## src/design/oss_pkg.sv

```systemverilog
// Constants of the octal switch serial port.
// How it works
// RULE1: Select rising copies shift register into output control latch.
// RULE2: Select falling loads qualified fault status into shift register.
// RULE3: Serial data out is driven whenever select is low.
// RULE4: Master keeps serial clock low while select changes.
// RULE5: Serial data in is sampled on each falling serial clock edge.
// RULE6: Next shift register bit goes out on each rising serial clock edge.
// RULE7: With select high, clock and data are ignored and output floats.
// RULE8: Master parks serial clock low while not accessing the device. The bench's noise task toggles serial clock while select is high.
// RULE9: Fault bit sets only after fault persists 100 to 300 microseconds.
// RULE10: Master spaces accesses more than 300 microseconds apart. The bench starts its last frame 13 clock cycles (325 ns) after the one before.
// RULE11: Master runs serial clock near 4 MHz, never above 6 MHz. The bench's frame task runs it at 5 MHz (8 clock cycles of 25 ns per bit).
// RULE12: Shift register is eight bits; channel eight shifts first.
// RULE13: Command one switches channel on, zero switches it off.
// RULE14: Status one means faulted channel, zero means normal.
// RULE15: Both words move MSB first, first-in-first-out for daisy chains.
// RULE16: Latch holds without frames and clears to all off at reset.
package oss_pkg;
  localparam int          OSS_CHANNELS        = 8;
  localparam int          OSS_CLK_PERIOD_NS   = 25;
  localparam int          OSS_FAULT_QUAL_US   = 100;
  localparam int          OSS_FAULT_QUAL_CYC  = (OSS_FAULT_QUAL_US * 1000 + OSS_CLK_PERIOD_NS - 1) / OSS_CLK_PERIOD_NS;
  localparam int          OSS_QUAL_W          = 13;
  localparam logic [7:0]  OSS_LATCH_RESET     = 8'h00;
  localparam int          OSS_FIFO_DEPTH      = 4;
  typedef enum logic [1:0] {
    OSS_IDLE  = 2'b01,
    OSS_FRAME = 2'b10
  } oss_state_e;
endpackage

```

## src/design/oss_fifo_if.sv

```systemverilog
// Interface carrying words between the frame logic and the command FIFO.
`timescale 1ns/1ps
interface oss_fifo_if;
  logic [7:0] wr_data;
  logic       wr_valid;
  logic       wr_ready;
  logic [7:0] rd_data;
  logic       rd_valid;
  logic       rd_ready;
  modport fifo (input wr_data, input wr_valid, output wr_ready,
                output rd_data, output rd_valid, input rd_ready);
  modport user (output wr_data, output wr_valid, input wr_ready,
                input rd_data, input rd_valid, output rd_ready);
endinterface

```

## src/design/oss_fifo.sv

```systemverilog
// Small FIFO with combinational read data from the storage array.
`timescale 1ns/1ps
module oss_fifo #(
  parameter int WIDTH = 8,
  parameter int DEPTH = 4
) (
  input  wire logic clk_sys,
  input  wire logic reset,
  oss_fifo_if.fifo  f
);
  localparam int AW = $clog2(DEPTH);
  logic [WIDTH-1:0] mem_q [DEPTH];
  logic [AW-1:0]    wp_q;
  logic [AW-1:0]    rp_q;
  logic [AW:0]      cnt_q;
  logic             push;
  logic             pop;

  assign f.wr_ready = (cnt_q != (AW+1)'(DEPTH));
  assign f.rd_valid = (cnt_q != '0);
  assign push       = f.wr_valid && f.wr_ready;
  assign pop        = f.rd_valid && f.rd_ready;
  assign f.rd_data  = mem_q[rp_q];

  always_ff @(posedge clk_sys) begin
    if (push) begin
      mem_q[wp_q] <= f.wr_data;
    end
  end

  always_ff @(posedge clk_sys or posedge reset) begin
    if (reset) begin
      wp_q  <= '0;
      rp_q  <= '0;
      cnt_q <= '0;
    end else begin
      if (push) begin
        wp_q <= (wp_q == AW'(DEPTH-1)) ? '0 : wp_q + 1'b1;
      end
      if (pop) begin
        rp_q <= (rp_q == AW'(DEPTH-1)) ? '0 : rp_q + 1'b1;
      end
      cnt_q <= cnt_q + (AW+1)'(push) - (AW+1)'(pop);
    end
  end
endmodule

```

## src/design/oss_port.sv

```systemverilog
// Serial control and status port of an eight-channel switch.
`timescale 1ns/1ps
module oss_port
  import oss_pkg::*;
(
  input  wire logic       clk_sys,
  input  wire logic       reset,
  input  wire logic       select_n,
  input  wire logic       sclk,
  input  wire logic       serial_in_pin,
  input  wire logic [7:0] fault_raw,
  output logic            serial_out,
  output logic            serial_out_oe,
  output logic [7:0]      channel_on,
  output logic [7:0]      fault_status
);
  logic [1:0] cs_sync_q;
  logic [1:0] ck_sync_q;
  logic [1:0] di_sync_q;
  logic       cs_prev_q;
  logic       ck_prev_q;
  logic [7:0] shift_q;
  logic [7:0] latch_q;
  logic [7:0] fault_q;
  logic [7:0] fr_sync1_q;
  logic [7:0] fr_sync2_q;
  logic       so_q;
  logic       oe_q;
  oss_state_e state_q;
  logic       cs_fall;
  logic       cs_rise;
  logic       ck_fall;
  logic       ck_rise;
  oss_fifo_if fif ();

  always_ff @(posedge clk_sys or posedge reset) begin
    if (reset) begin
      cs_sync_q  <= 2'h3;
      ck_sync_q  <= 2'h0;
      di_sync_q  <= 2'h0;
      cs_prev_q  <= 1'b1;
      ck_prev_q  <= 1'b0;
      fr_sync1_q <= 8'h00;
      fr_sync2_q <= 8'h00;
    end else begin
      cs_sync_q  <= {cs_sync_q[0], select_n};
      ck_sync_q  <= {ck_sync_q[0], sclk};
      di_sync_q  <= {di_sync_q[0], serial_in_pin};
      cs_prev_q  <= cs_sync_q[1];
      ck_prev_q  <= ck_sync_q[1];
      fr_sync1_q <= fault_raw;
      fr_sync2_q <= fr_sync1_q;
    end
  end

  assign cs_fall = cs_prev_q && !cs_sync_q[1];
  assign cs_rise = !cs_prev_q && cs_sync_q[1];
  assign ck_fall = (state_q == OSS_FRAME) && !cs_sync_q[1] && ck_prev_q && !ck_sync_q[1];
  assign ck_rise = (state_q == OSS_FRAME) && !cs_sync_q[1] && !ck_prev_q && ck_sync_q[1];

  // Each channel has its own qualification counter; a fault must persist before its bit sets.
  genvar g;
  generate
    for (g = 0; g < OSS_CHANNELS; g++) begin : g_qual
      logic [OSS_QUAL_W-1:0] cnt_q;
      always_ff @(posedge clk_sys or posedge reset) begin
        if (reset) begin
          cnt_q      <= '0;
          fault_q[g] <= 1'b0;
        end else if (!fr_sync2_q[g]) begin
          cnt_q      <= '0;
          fault_q[g] <= 1'b0;
        end else if (cnt_q >= OSS_QUAL_W'(OSS_FAULT_QUAL_CYC - 1)) begin
          fault_q[g] <= 1'b1; // RULE9 RULE14
        end else begin
          cnt_q <= cnt_q + 1'b1;
        end
      end
    end
  endgenerate

  always_ff @(posedge clk_sys or posedge reset) begin
    if (reset) begin
      state_q <= OSS_IDLE;
    end else begin
      case (state_q)
        OSS_IDLE: begin
          if (cs_fall) begin
            state_q <= OSS_FRAME;
          end
        end
        OSS_FRAME: begin
          if (cs_rise) begin
            state_q <= OSS_IDLE;
          end
        end
        default: state_q <= OSS_IDLE;
      endcase
    end
  end

  // Shift register: status loads at frame start, commands enter LSB, bits leave MSB.
  always_ff @(posedge clk_sys or posedge reset) begin
    if (reset) begin
      shift_q <= 8'h00;
    end else if (cs_fall) begin
      shift_q <= fault_q; // RULE2
    end else if (ck_fall) begin
      shift_q <= {shift_q[6:0], di_sync_q[1]}; // RULE5 RULE12 RULE15
    end
  end

  // Output bit: channel eight appears when select falls, the next bit on each rising clock after a falling one.
  always_ff @(posedge clk_sys or posedge reset) begin
    if (reset) begin
      so_q <= 1'b0;
      oe_q <= 1'b0;
    end else begin
      oe_q <= !cs_sync_q[1]; // RULE3 RULE7
      if (cs_fall) begin
        so_q <= fault_q[7];
      end else if (ck_rise) begin
        so_q <= shift_q[7]; // RULE6 RULE15
      end
    end
  end

  // Command words pass through the FIFO to the output latch at frame end.
  assign fif.wr_data  = shift_q;
  assign fif.wr_valid = cs_rise && (state_q == OSS_FRAME); // RULE1
  assign fif.rd_ready = 1'b1;

  oss_fifo #(.WIDTH(OSS_CHANNELS), .DEPTH(OSS_FIFO_DEPTH)) u_fifo (
    .clk_sys (clk_sys),
    .reset   (reset),
    .f       (fif.fifo)
  );

  always_ff @(posedge clk_sys or posedge reset) begin
    if (reset) begin
      latch_q <= OSS_LATCH_RESET; // RULE16
    end else if (fif.rd_valid) begin
      latch_q <= fif.rd_data; // RULE1 RULE13
    end
  end

  assign channel_on    = latch_q;
  assign fault_status  = fault_q;
  assign serial_out    = so_q;
  assign serial_out_oe = oe_q;
endmodule

```

## config.mk

```make
export PLATFORM = sky130hd
export DESIGN_NAME = oss_port
export DESIGN_NICKNAME = d
export VERILOG_FILES = /design/src/design/oss_pkg.sv /design/src/design/oss_fifo_if.sv /design/src/design/oss_fifo.sv /design/src/design/oss_port.sv
export SDC_FILE = /design/constraint.sdc
export NUM_CORES = 1
export LEC_CHECK = 0
export ABC_CLOCK_PERIOD_IN_PS = 5600
export BUFFER_PORTS_ARGS = -buffer_cell sky130_fd_sc_hd__buf_4
export CAP_MARGIN = 40
export CORE_MARGIN = 2
export CORE_UTILIZATION = 30
export CTS_CLUSTER_SIZE = 14
export DETAILED_ROUTE_END_ITERATION = 16
export GPL_TIMING_DRIVEN = 0
export MAX_ROUTING_LAYER = met4
export REMOVE_ABC_BUFFERS = 1
export SYNTH_ARGS = -nofsm -noshare
export SYNTH_HDL_FRONTEND = slang
export SYNTH_SLANG_ARGS = --single-unit
export TNS_END_PERCENT = 100
```

## constraint.sdc

```tcl
create_clock -name clk_sys -period 5.6 [get_ports clk_sys]
set_input_delay 0.28 -clock clk_sys [delete_from_list [all_inputs] [get_ports clk_sys]]
set_output_delay 0.28 -clock clk_sys [all_outputs]
set_load 0.005 [all_outputs]
```

-- Word level (Yosys, flattened, before mapping)
Memory sizes are Yosys's and may differ from the RTL's. A register that Yosys moved wholly into a read port is not among the register bits.
Index checks and enable logic that the tools add are counted.
Widths: inputs -> output; s select.
- bits in registers: 155
- RAM bits: 32
- input port bits: 13
- output and inout bits: 18
- logic and storage cells: 134
- memories kept: 1
- $add $sub $neg: 12
- magnitude comparators: 8
- equality and inequality tests: 23
- muxes and demuxes: 43
- reductions and logical operators: 17
- memories (memory ; words ; bits a word ; rd ports ; clocked after Yosys merged registers in ; write ports ; line ; text):
    u_fifo.mem_q ; 4 ; 8 ; 1 ; 1 ; 1 ; oss_fifo.sv:12 ; logic [WIDTH-1:0] mem_q [DEPTH];
- operators with widths (kind ; number):
    $mux 13 ; 16
    $add 13x1->13 const B ; 8
    $ge 13x12->1 const B ; 8
    $mux 1 ; 20
    $ne 2x2->1 const B ; 10
    $mux 8 ; 2
    $ne 2x1->1 const B ; 8
    $logic_and 1x1->1 ; 9
    $mux 2 ; 4
    $eq 2x2->1 const B ; 3
    $add 2x1->2 const B ; 2
    $logic_not 1->1 ; 4
    $pmux 2 s2 ; 1
    $reduce_bool 2->1 ; 2
    $add 3x1->3 ; 1
    $ne 3x3->1 const B ; 1
    $reduce_bool 3->1 ; 1
    $sub 3x1->3 ; 1
    $eq 2x1->1 const B ; 1
    $reduce_and 2->1 ; 1

-- Depth between registers and ports, before layout
Gate-level depths: netlist of run 1.
- word-level depth: 6
- depth in mapped cells: 9
- gate-level depth less buffers: 8

-- Cells and area by module
A second synthesis of run 1 with hierarchy kept.
- cell total of the unflattened synthesis: 791
- area, all modules: 9056.2 um^2
- by module, submodules not included (module ; times used ; cells each ; area an instance (um^2) ; sequential area each (um^2)):
    oss_port ; 1 ; 710 ; 7454.6 ; 3908.7
    oss_fifo ; 1 ; 81 ; 1601.5 ; 1136.1

-- Least setup slack after synthesis of run 1
Ideal clock, no wire load.
- path kind: reg-to-reg
- start: register u_fifo.cnt_q[2]
- end: register u_fifo.cnt_q[2]
- library setup time: 0.123 ns
- arrival time: 2.221 ns
- data required time: 5.477 ns
- path slack: 3.256 ns
- cell stages (with the launch flop): 10
- path buffers: 1
- period minus slack after synthesis: 2.344 ns
- cells stage by stage: dfrtp_1 nor3_1 clkbuf_1 inv_1 ha_1 inv_1 ha_1 fa_1 xor2_1 xnor2_1
- cells in the longest elaborated chain, start to end: 4
- elaborated cells on any way between the ends: 5
- those cells by class: add/sub: 2; eq/ne: 1; reduce/logical: 2
- ends and longest elaborated chain (element ; line ; text):
    start: declaration ; oss_fifo.sv:15 ; logic [AW:0] cnt_q;
    start signal: assignment ; oss_fifo.sv:43 ; cnt_q <= cnt_q + (AW+1)'(push) - (AW+1)'(pop);
    $ne 3x3->1 ; oss_fifo.sv:19 ; assign f.wr_ready = (cnt_q != (AW+1)'(DEPTH));
    $logic_and 1x1->1 ; oss_fifo.sv:21 ; assign push = f.wr_valid && f.wr_ready;
    $add 3x1->3 ; oss_fifo.sv:43 ;
    $sub 3x1->3 (*) ; oss_fifo.sv:43 ;
Every way passes the cells marked *; elsewhere a longest branch is shown, timed or not.
A chain may end at the register's enable or synchronous reset.

-- Worst setup path in the final report of run 1
- start: register cs_sync_q[1]
- end: memory u_fifo.mem_q[2][3], enable pin
- cells in the longest elaborated chain, start to end: 5
- ends and longest elaborated chain (element ; line ; text):
    start: declaration ; oss_port.sv:17 ; logic [1:0] cs_sync_q;
    start signal: assignment ; oss_port.sv:46 ; cs_sync_q <= {cs_sync_q[0], select_n};
    $logic_and 1x1->1 ; oss_port.sv:57 ; assign cs_rise = !cs_prev_q && cs_sync_q[1];
    $logic_and 1x1->1 ; oss_port.sv:130 ; assign fif.wr_valid = cs_rise && (state_q == OSS_FRAME);
    $logic_and 1x1->1 ; oss_fifo.sv:21 ;
    named net u_fifo.push ; oss_fifo.sv:16 ; logic push;
    $mux 1 ; oss_fifo.sv:26 ; if (push) begin
    $mux 1 (not written as such) ; oss_fifo.sv:27 ; mem_q[wp_q] <= f.wr_data;
    end: declaration ; oss_fifo.sv:12 ;
The timed path passes the listed nets, and every way through them passes these cells.

==> flow_summary.json, run 1 <==
{
  "grt_pass1_vias": 5962,
  "synth_top_cells_by_area": "sky130_fd_sc_hd__dfrtp_1 44%, sky130_fd_sc_hd__edfxtp_1 11%, sky130_fd_sc_hd__mux2i_1 3.8%, sky130_fd_sc_hd__a21oi_1 3.3%, sky130_fd_sc_hd__nand2_1 3.1%",
  "sw_frac_of_total": 0.244,
  "tightestPinTransition_ns": 0.789,
  "die_width_um": 177,
  "power.density_nw_per_um2": 315,
  "nFillCells": 2968,
  "worst-r2r-cell-count": 4,
  "synth_instances": 810,
  "synth_top_cell_area_share": 0.441,
  "cts.htree.levels": 4,
  "seq_area_frac_synth": 0.559,
  "totalWireLength_mm": 17.0,
  "layout.area.seq_sq_um": 5040,
  "dr.pass1.iters": 5,
  "total_switching_power_w": 0.000803,
  "postCtsHoldBufs": 12,
  "fin_total_pwr_w": 0.00329,
  "final_hold_vios": 0,
  "total_leakage_power_nw": 4.24,
  "hold_path_startpoint": "fr_sync1_q[0]$_DFF_PP0_",
  "pwr-share-seq": 0.494,
  "die_height_um": 177,
  "share_comb_of_total_power": 0.107,
  "final_antenna_net_count": 0,
  "critPathMaxFanout": 8,
  "cts_made_buffers": 17,
  "diode_count": 0,
  "synth.lib_cells_used.distinct": 63,
  "ys_ff_latch": 195,
  "relSlewSlack": 0.473,
  "min_delay_path_depth": 0,
  "synthDominantAreaCellType": "sky130_fd_sc_hd__dfrtp_1",
  "final.setup.tns_ns": 0,
  "max_clock_freq_mhz": 421,
  "multi_input_gate_area_sq_um": 3760,
  "first_pass_grt_wire_length_mm": 29.6,
  "min_path_type": "register to register",
  "routed_wire_length_per_instance_um": 13.5,
  "pwr-share-clk": 0.399,
  "outcome": "complete, no violations",
  "cp.arrival_ns": 2.44,
  "grt_setup_unrepaired": "no",
  "crit_type": "register to register",
  "core_area_sq_um": 29600,
  "routed-via-count": 6115,
  "worst_reg2reg_endpoint": "u_fifo.mem_q[2][3]$_DFFE_PP_",
  "clock_latency_ns": 0.43,
  "finish.utilization": 0.353,
  "drc_errors": 0,
  "final_cell_area_sq_um": 10500,
  "detailedRoute.firstIterationViolations": 458,
  "synth_async_sr_flop_share": 0.836,
  "antenna_violations_before_repair": 0,
  "cts_root_buf": "sky130_fd_sc_hd__clkbuf_16",
  "synth_top_flop_cell": "sky130_fd_sc_hd__dfrtp_1",
  "dpl-instance-area_sq_um": 9700,
  "gr-usage-all-layers": 0.119,
  "leading_cell_types_in_the_layout_fill_and_taps_excluded": "159 x sky130_fd_sc_hd__dfrtp_1, 75 x sky130_fd_sc_hd__nand2_1, 59 x sky130_fd_sc_hd__a21oi_1",
  "worst_clock_skew_ns": 0.0161,
  "cts_post_setup_buffers_inserted": 0,
  "timing.rr.start": "cs_sync_q[1]$_DFF_PP1_",
  "initial_util": 0.304,
  "yosysWarningCount": 0,
  "final_common_cell": "sky130_fd_sc_hd__dfrtp_1",
  "dp.final_hpwl_mm": 11.4,
  "grt_start_max_net_pins": 109,
  "max-vdd-ir-drop_uv": 166,
  "post-route-period-util": 0.424,
  "cp.required_ns": 5.67,
  "clock_sinks": 195,
  "timing.max_cap.violations": 0,
  "power.internal_w": 0.00249,
  "cts.reportedPaths.clkPinSlew_ns": 0.07,
  "total_setup_violations_reported_at_the_end_of_the_flow": 0,
  "fraction_of_layout_instances_using_a_drive_strength_above_1": 0.117,
  "critPathCaptureType": "register",
  "grt_remaining_overflow": 0,
  "buffer_ports.inserted": 30,
  "combined_area_of_all_synthesized_cells_sq_um": 9020,
  "die_area_sq_um": 31500,
  "hold_end": "fr_sync2_q[0]$_DFF_PP0_",
  "fin_crit_ns": 2.37,
  "layout_nets": 881,
  "place.gp.congestion": 0.761,
  "num_rows": 63,
  "regToRegSetupSlack_ns": 3.23,
  "tritoncts": "built",
  "area_delta_synth_final_pct": 15.9,
  "crit_path_start_kind": "register",
  "ios": 31,
  "report.final.slew_viol_count": 0,
  "average_cell_area_after_synthesis_sq_um": 11.1,
  "viasPerCell": 4.87,
  "ctsLongestPathBuffers": 2,
  "post_cts.resized_instances": 0,
  "number_of_synthesized_flops_with_an_enable_pin": 32
}
-- logic make-up (layout without fill, tap and decap cells) --
group / Yosys count / after routing / synth area share
flops: 195 / 195 / 0.559
compound gates: 184 / 184 / 0.137
xor+xnor: 22 / 22 / 0.0214
fa+ha+maj: 16 / 16 / 0.0230
buf+inv: 56 / 111 / 0.0241
mux: 51 / 51 / 0.0689
simple gates: 286 / 286 / 0.166
-- layer usage --
metal  up-vias  track usage  wire length (um)
li1       3065            -                 -
met5         -            -                 0
met1      2971        0.162              8440
met3         9       0.0231               490
met4         0       0.0372               140
met2        70        0.180              7910
-- per-stage QoR --
step | worst slack, ns | cells | hold slack [ns]
final | 3.23 | 1255 | 0.350
after CTS | 3.19 | 1255 | 0.352
after detailed placement | 3.21 | 1211 | 0.331
after global placement | -1.19 | 1207 | 0.332
after global routing | 3.06 | 1255 | 0.356
after floorplan | 0.922 | 787 | 0.284
-- cell usage after synthesis (9+ instances only) --
cell type	instances
sky130_fd_sc_hd__a21o_1	10
sky130_fd_sc_hd__a21oi_1	59
sky130_fd_sc_hd__a31oi_1	9
sky130_fd_sc_hd__and2_1	20
sky130_fd_sc_hd__clkbuf_1	21
sky130_fd_sc_hd__dfrtp_1	159
sky130_fd_sc_hd__edfxtp_1	32
sky130_fd_sc_hd__ha_1	15
sky130_fd_sc_hd__inv_1	31
sky130_fd_sc_hd__mux2_2	9
sky130_fd_sc_hd__mux2i_1	34
sky130_fd_sc_hd__nand2_1	75
sky130_fd_sc_hd__nand2b_1	29
sky130_fd_sc_hd__nand3_1	36
sky130_fd_sc_hd__nand4_1	15
sky130_fd_sc_hd__nor2_1	36
sky130_fd_sc_hd__nor3_1	17
sky130_fd_sc_hd__o21a_1	13
sky130_fd_sc_hd__o21ai_0	31
sky130_fd_sc_hd__o31ai_1	10
sky130_fd_sc_hd__or3_1	10
sky130_fd_sc_hd__or4_1	10
sky130_fd_sc_hd__xnor2_1	12
sky130_fd_sc_hd__xor2_1	10
-- power by group through the flow --
stage | combinational, W | sequential (W) | clock [W]
floorplan | 0.000237 | 0.00162 | 0
global placement | 0.000332 | 0.00165 | 0
detailed placement | 0.000355 | 0.00165 | 0
CTS | 0.000363 | 0.00163 | 0.00136
global route | 0.000403 | 0.00164 | 0.00141
finish | 0.000353 | 0.00162 | 0.00131
-- critical path: stages, from the launching register on --
cell,delay [ns]
sky130_fd_sc_hd__dfstp_2,0.57
sky130_fd_sc_hd__inv_1,0.09
sky130_fd_sc_hd__a2111oi_1,0.64
sky130_fd_sc_hd__buf_1,0.26
sky130_fd_sc_hd__and2_1,0.45
-- worst max-delay path by stage --
stage,start,end,cells past startpoint
3_3_place_gp,reset,u_fifo.rp_q[1]$_DFFE_PP0N_,2
6_report,cs_sync_q[1]$_DFF_PP1_,u_fifo.mem_q[2][3]$_DFFE_PP_,4
3_5_place_dp,cs_sync_q[1]$_DFF_PP1_,u_fifo.mem_q[2][5]$_DFFE_PP_,4
2_1_floorplan,reset,channel_on[0]$_DFFE_PP0N_,1
4_1_cts,cs_sync_q[1]$_DFF_PP1_,u_fifo.mem_q[2][3]$_DFFE_PP_,4
5_1_grt,cs_sync_q[1]$_DFF_PP1_,u_fifo.mem_q[2][7]$_DFFE_PP_,4
-- area by class of cell --
class,instances,share of cell area
Inverter,33,0.0126
Clock buffer,21,0.0461
Clock inverter,11,0.0152
Multi-Input combinational cell,559,0.360
Timing Repair Buffer,46,0.0374
Tap cell,390,0.0467
Sequential cell,195,0.482
-- state kept, by name, indices dropped and copies added, names as in the netlist --
| signal | count |
|---|---|
| channel_on | 8 |
| cs_prev_q | 1 |
| u_fifo.mem_q | 32 |
| state_q | 2 |
| ck_prev_q | 1 |
| serial_out | 1 |
| u_fifo.cnt_q | 3 |
| fr_sync2_q | 8 |
| di_sync_q | 2 |
| fr_sync1_q | 8 |
| ck_sync_q | 2 |
| fault_status | 8 |
| g_qual.cnt_q | 104 |
| cs_sync_q | 2 |
| u_fifo.rp_q | 2 |
| u_fifo.wp_q | 2 |
| serial_out_oe | 1 |
| fif.wr_data | 8 |
Note: power is estimated with default switching activity, not from simulation.
==> run 2: changes to the inputs <==
--- a/config.mk
+++ b/config.mk
@@ -5,7 +5,7 @@
 export SDC_FILE = /design/constraint.sdc
 export NUM_CORES = 1
 export LEC_CHECK = 0
-export ABC_CLOCK_PERIOD_IN_PS = 5600
+export ABC_CLOCK_PERIOD_IN_PS = 2500
 export BUFFER_PORTS_ARGS = -buffer_cell sky130_fd_sc_hd__buf_4
 export CAP_MARGIN = 40
 export CORE_MARGIN = 2
==> constraint.sdc (replaced) <==
create_clock -name clk_sys -period 2.5 [get_ports clk_sys]
set_input_delay 0.125 -clock clk_sys [delete_from_list [all_inputs] [get_ports clk_sys]]
set_output_delay 0.125 -clock clk_sys [all_outputs]
set_load 0.005 [all_outputs]
==> flow_summary.json, run 2 (synthesis gave the netlist of run 1 again) <==
{
  "cp.arrival_ns": 2.49,
  "buffer_ports.inserted": 30,
  "diode_count": 0,
  "grt_setup_unrepaired": "no",
  "gr-usage-all-layers": 0.119,
  "post-route-period-util": 0.871,
  "detailedRoute.firstIterationViolations": 472,
  "grt_remaining_overflow": 0,
  "final_common_cell": "sky130_fd_sc_hd__dfrtp_1",
  "pwr-share-seq": 0.494,
  "crit_type": "register to register",
  "regs_by_ff_count": "g_qual.cnt_q (104), u_fifo.mem_q (32)",
  "grt_pass1_vias": 5962,
  "leading_cell_types_in_the_layout_fill_and_taps_excluded": "159 x sky130_fd_sc_hd__dfrtp_1, 75 x sky130_fd_sc_hd__nand2_1, 59 x sky130_fd_sc_hd__a21oi_1",
  "slowest_delay_ns": 0.43,
  "num_rows": 63,
  "clock_sinks": 195,
  "pwr-share-clk": 0.399,
  "sw_frac_of_total": 0.243,
  "grt.busiest_layer": "met2",
  "max_clock_freq_mhz": 459,
  "grt_start_max_net_pins": 109,
  "crit_path_start_kind": "register",
  "critPathCaptureType": "register",
  "tritoncts": "built",
  "total_switching_power_w": 0.00179,
  "max-vdd-ir-drop_uv": 368,
  "antenna_violations_before_repair": 0,
  "timing.max_cap.violations": 0,
  "die_height_um": 177,
  "drc_errors": 0,
  "final_cell_area_sq_um": 10500,
  "crit_chain": "nor3_2 -> inv_1 -> ha_1 -> inv_1 -> ha_1 -> fa_1 -> xor2_1 -> xnor2_1",
  "regToRegSetupSlack_ns": 0.32,
  "outcome": "complete, no violations",
  "cts_post_setup_buffers_inserted": 0,
  "worst_reg2reg_endpoint": "u_fifo.cnt_q[2]$_DFF_PP0_",
  "total_setup_violations_reported_at_the_end_of_the_flow": 0,
  "die_width_um": 177,
  "core_area_sq_um": 29600,
  "power.internal_w": 0.00558,
  "worst_setup_startpoint": "u_fifo.cnt_q[2]$_DFF_PP0_",
  "cts.reportedPaths.clkPinSlew_ns": 0.07,
  "place.gp.congestion": 0.761,
  "top_register": "g_qual.cnt_q",
  "cp.required_ns": 2.81,
  "final_antenna_net_count": 0,
  "routed-via-count": 6068,
  "slowest_cp_cell": "sky130_fd_sc_hd__dfrtp_1",
  "cts.htree.levels": 4,
  "totalWireLength_mm": 16.9,
  "gr-usage-met2": 0.180,
  "finish.utilization": 0.353,
  "share_comb_of_total_power": 0.107,
  "viasPerCell": 4.84,
  "final_hold_vios": 0,
  "timing.rr.start": "u_fifo.cnt_q[2]$_DFF_PP0_",
  "nFillCells": 2967,
  "clock_latency_ns": 0.43,
  "die_area_sq_um": 31500,
  "layout_nets": 881,
  "first_pass_grt_wire_length_mm": 29.6,
  "critPathCapture": "u_fifo.cnt_q[2]$_DFF_PP0_",
  "use_met3": 0.0231,
  "dp.final_hpwl_mm": 11.4,
  "grtUsageMet1": 0.162,
  "ios": 31,
  "worst_clock_skew_ns": 0.0152,
  "ctsLongestPathBuffers": 2,
  "worst-r2r-cell-count": 8,
  "dr.pass1.iters": 5,
  "cts_root_buf": "sky130_fd_sc_hd__clkbuf_16",
  "total_leakage_power_nw": 4.24,
  "dpl-instance-area_sq_um": 9700,
  "relSlewSlack": 0.481,
  "power.density_nw_per_um2": 704,
  "area_delta_synth_final_pct": 16.0,
  "largest_register_ffs": 104,
  "min_path_type": "input pin to asynchronous set/reset pin",
  "tightestPinTransition_ns": 0.777,
  "routed_wire_length_per_instance_um": 13.5,
  "report.final.slew_viol_count": 0,
  "fin_crit_ns": 2.18,
  "fraction_of_layout_instances_using_a_drive_strength_above_1": 0.118,
  "pre_cts_ws_ns": 0.114,
  "final.setup.worst_slack_ns": 0.322,
  "critPathMaxFanout": 3,
  "cts_made_buffers": 17,
  "initial_util": 0.304
}
run 2: cell types whose count changed in the layout (fill, tap and decap cells not counted):
| cell | delta |
|---|---|
| sky130_fd_sc_hd__a2111oi_1 | -1 |
| sky130_fd_sc_hd__a2111oi_2 | +1 |
run 2: per-layer routing:
layer | vias up | wire length, um
met5 | - | 0
met4 | 0 | 80
met3 | 2 | 378
met2 | 53 | 7870
li1 | 3065 | -
met1 | 2948 | 8600
run 2: how the worst min path moves through the flow:
stage                       startpoint                       to  slack (ns)  depth (start not counted)
after floorplan               select_n   cs_sync_q[0]$_DFF_PP1_        0.13                          0
after global placement    fault_raw[5]  fr_sync1_q[5]$_DFF_PP0_        0.23                          1
after detailed placement         reset  fr_sync1_q[2]$_DFF_PP0_        0.18                          2
after CTS                        reset  fr_sync1_q[2]$_DFF_PP0_        0.26                          3
after global routing             reset  fr_sync1_q[2]$_DFF_PP0_        0.31                          3
final                            reset  fr_sync1_q[2]$_DFF_PP0_        0.24                          3
run 2: repair_timing:
action	CTS	global route
endpoints found under the hold margin	66	0
hold buffers	12	0
gates resized for setup	0	1
setup endpoints to repair	0	29
run 2: layout make-up:
class | count | area (sq um) | area share
tap | 390 | 488 | 0.0466
clock inverter | 11 | 159 | 0.0152
inverter | 33 | 131 | 0.0126
clock buffer | 21 | 482 | 0.0460
timing repair buffer | 46 | 392 | 0.0374
multi-input combinational | 559 | 3770 | 0.360
sequential | 195 | 5040 | 0.482
run 2: per-stage QoR:
stage          total power [W]  instances  TNS (ns)  hold WS (ns)
2_1_floorplan          0.00417        787   -325.06         0.129
3_3_place_gp           0.00444       1207   -666.99         0.235
3_5_place_dp           0.00450       1211         0         0.176
4_1_cts                0.00750       1255         0         0.258
5_1_grt                0.00775       1255         0         0.310
6_report               0.00737       1255         0         0.238
run 2: power by group through the flow:
stage | logic [W] | clock network [W] | registers [W]
floorplan | 0.000530 | 0 | 0.00364
global placement | 0.000744 | 0 | 0.00370
detailed placement | 0.000795 | 0 | 0.00371
CTS | 0.000812 | 0.00304 | 0.00365
global route | 0.000904 | 0.00317 | 0.00368
finish | 0.000791 | 0.00294 | 0.00364
run 2: worst max-delay path, delay by kind of cell, from the launching register on:
kind                     cells  cell delay, ns
XOR/XNOR                     2            0.30
adder cells (fa/ha/maj)      3            0.84
buffers and inverters        2            0.14
flip-flops                   1            0.43
AND/OR/NAND/NOR              1            0.35
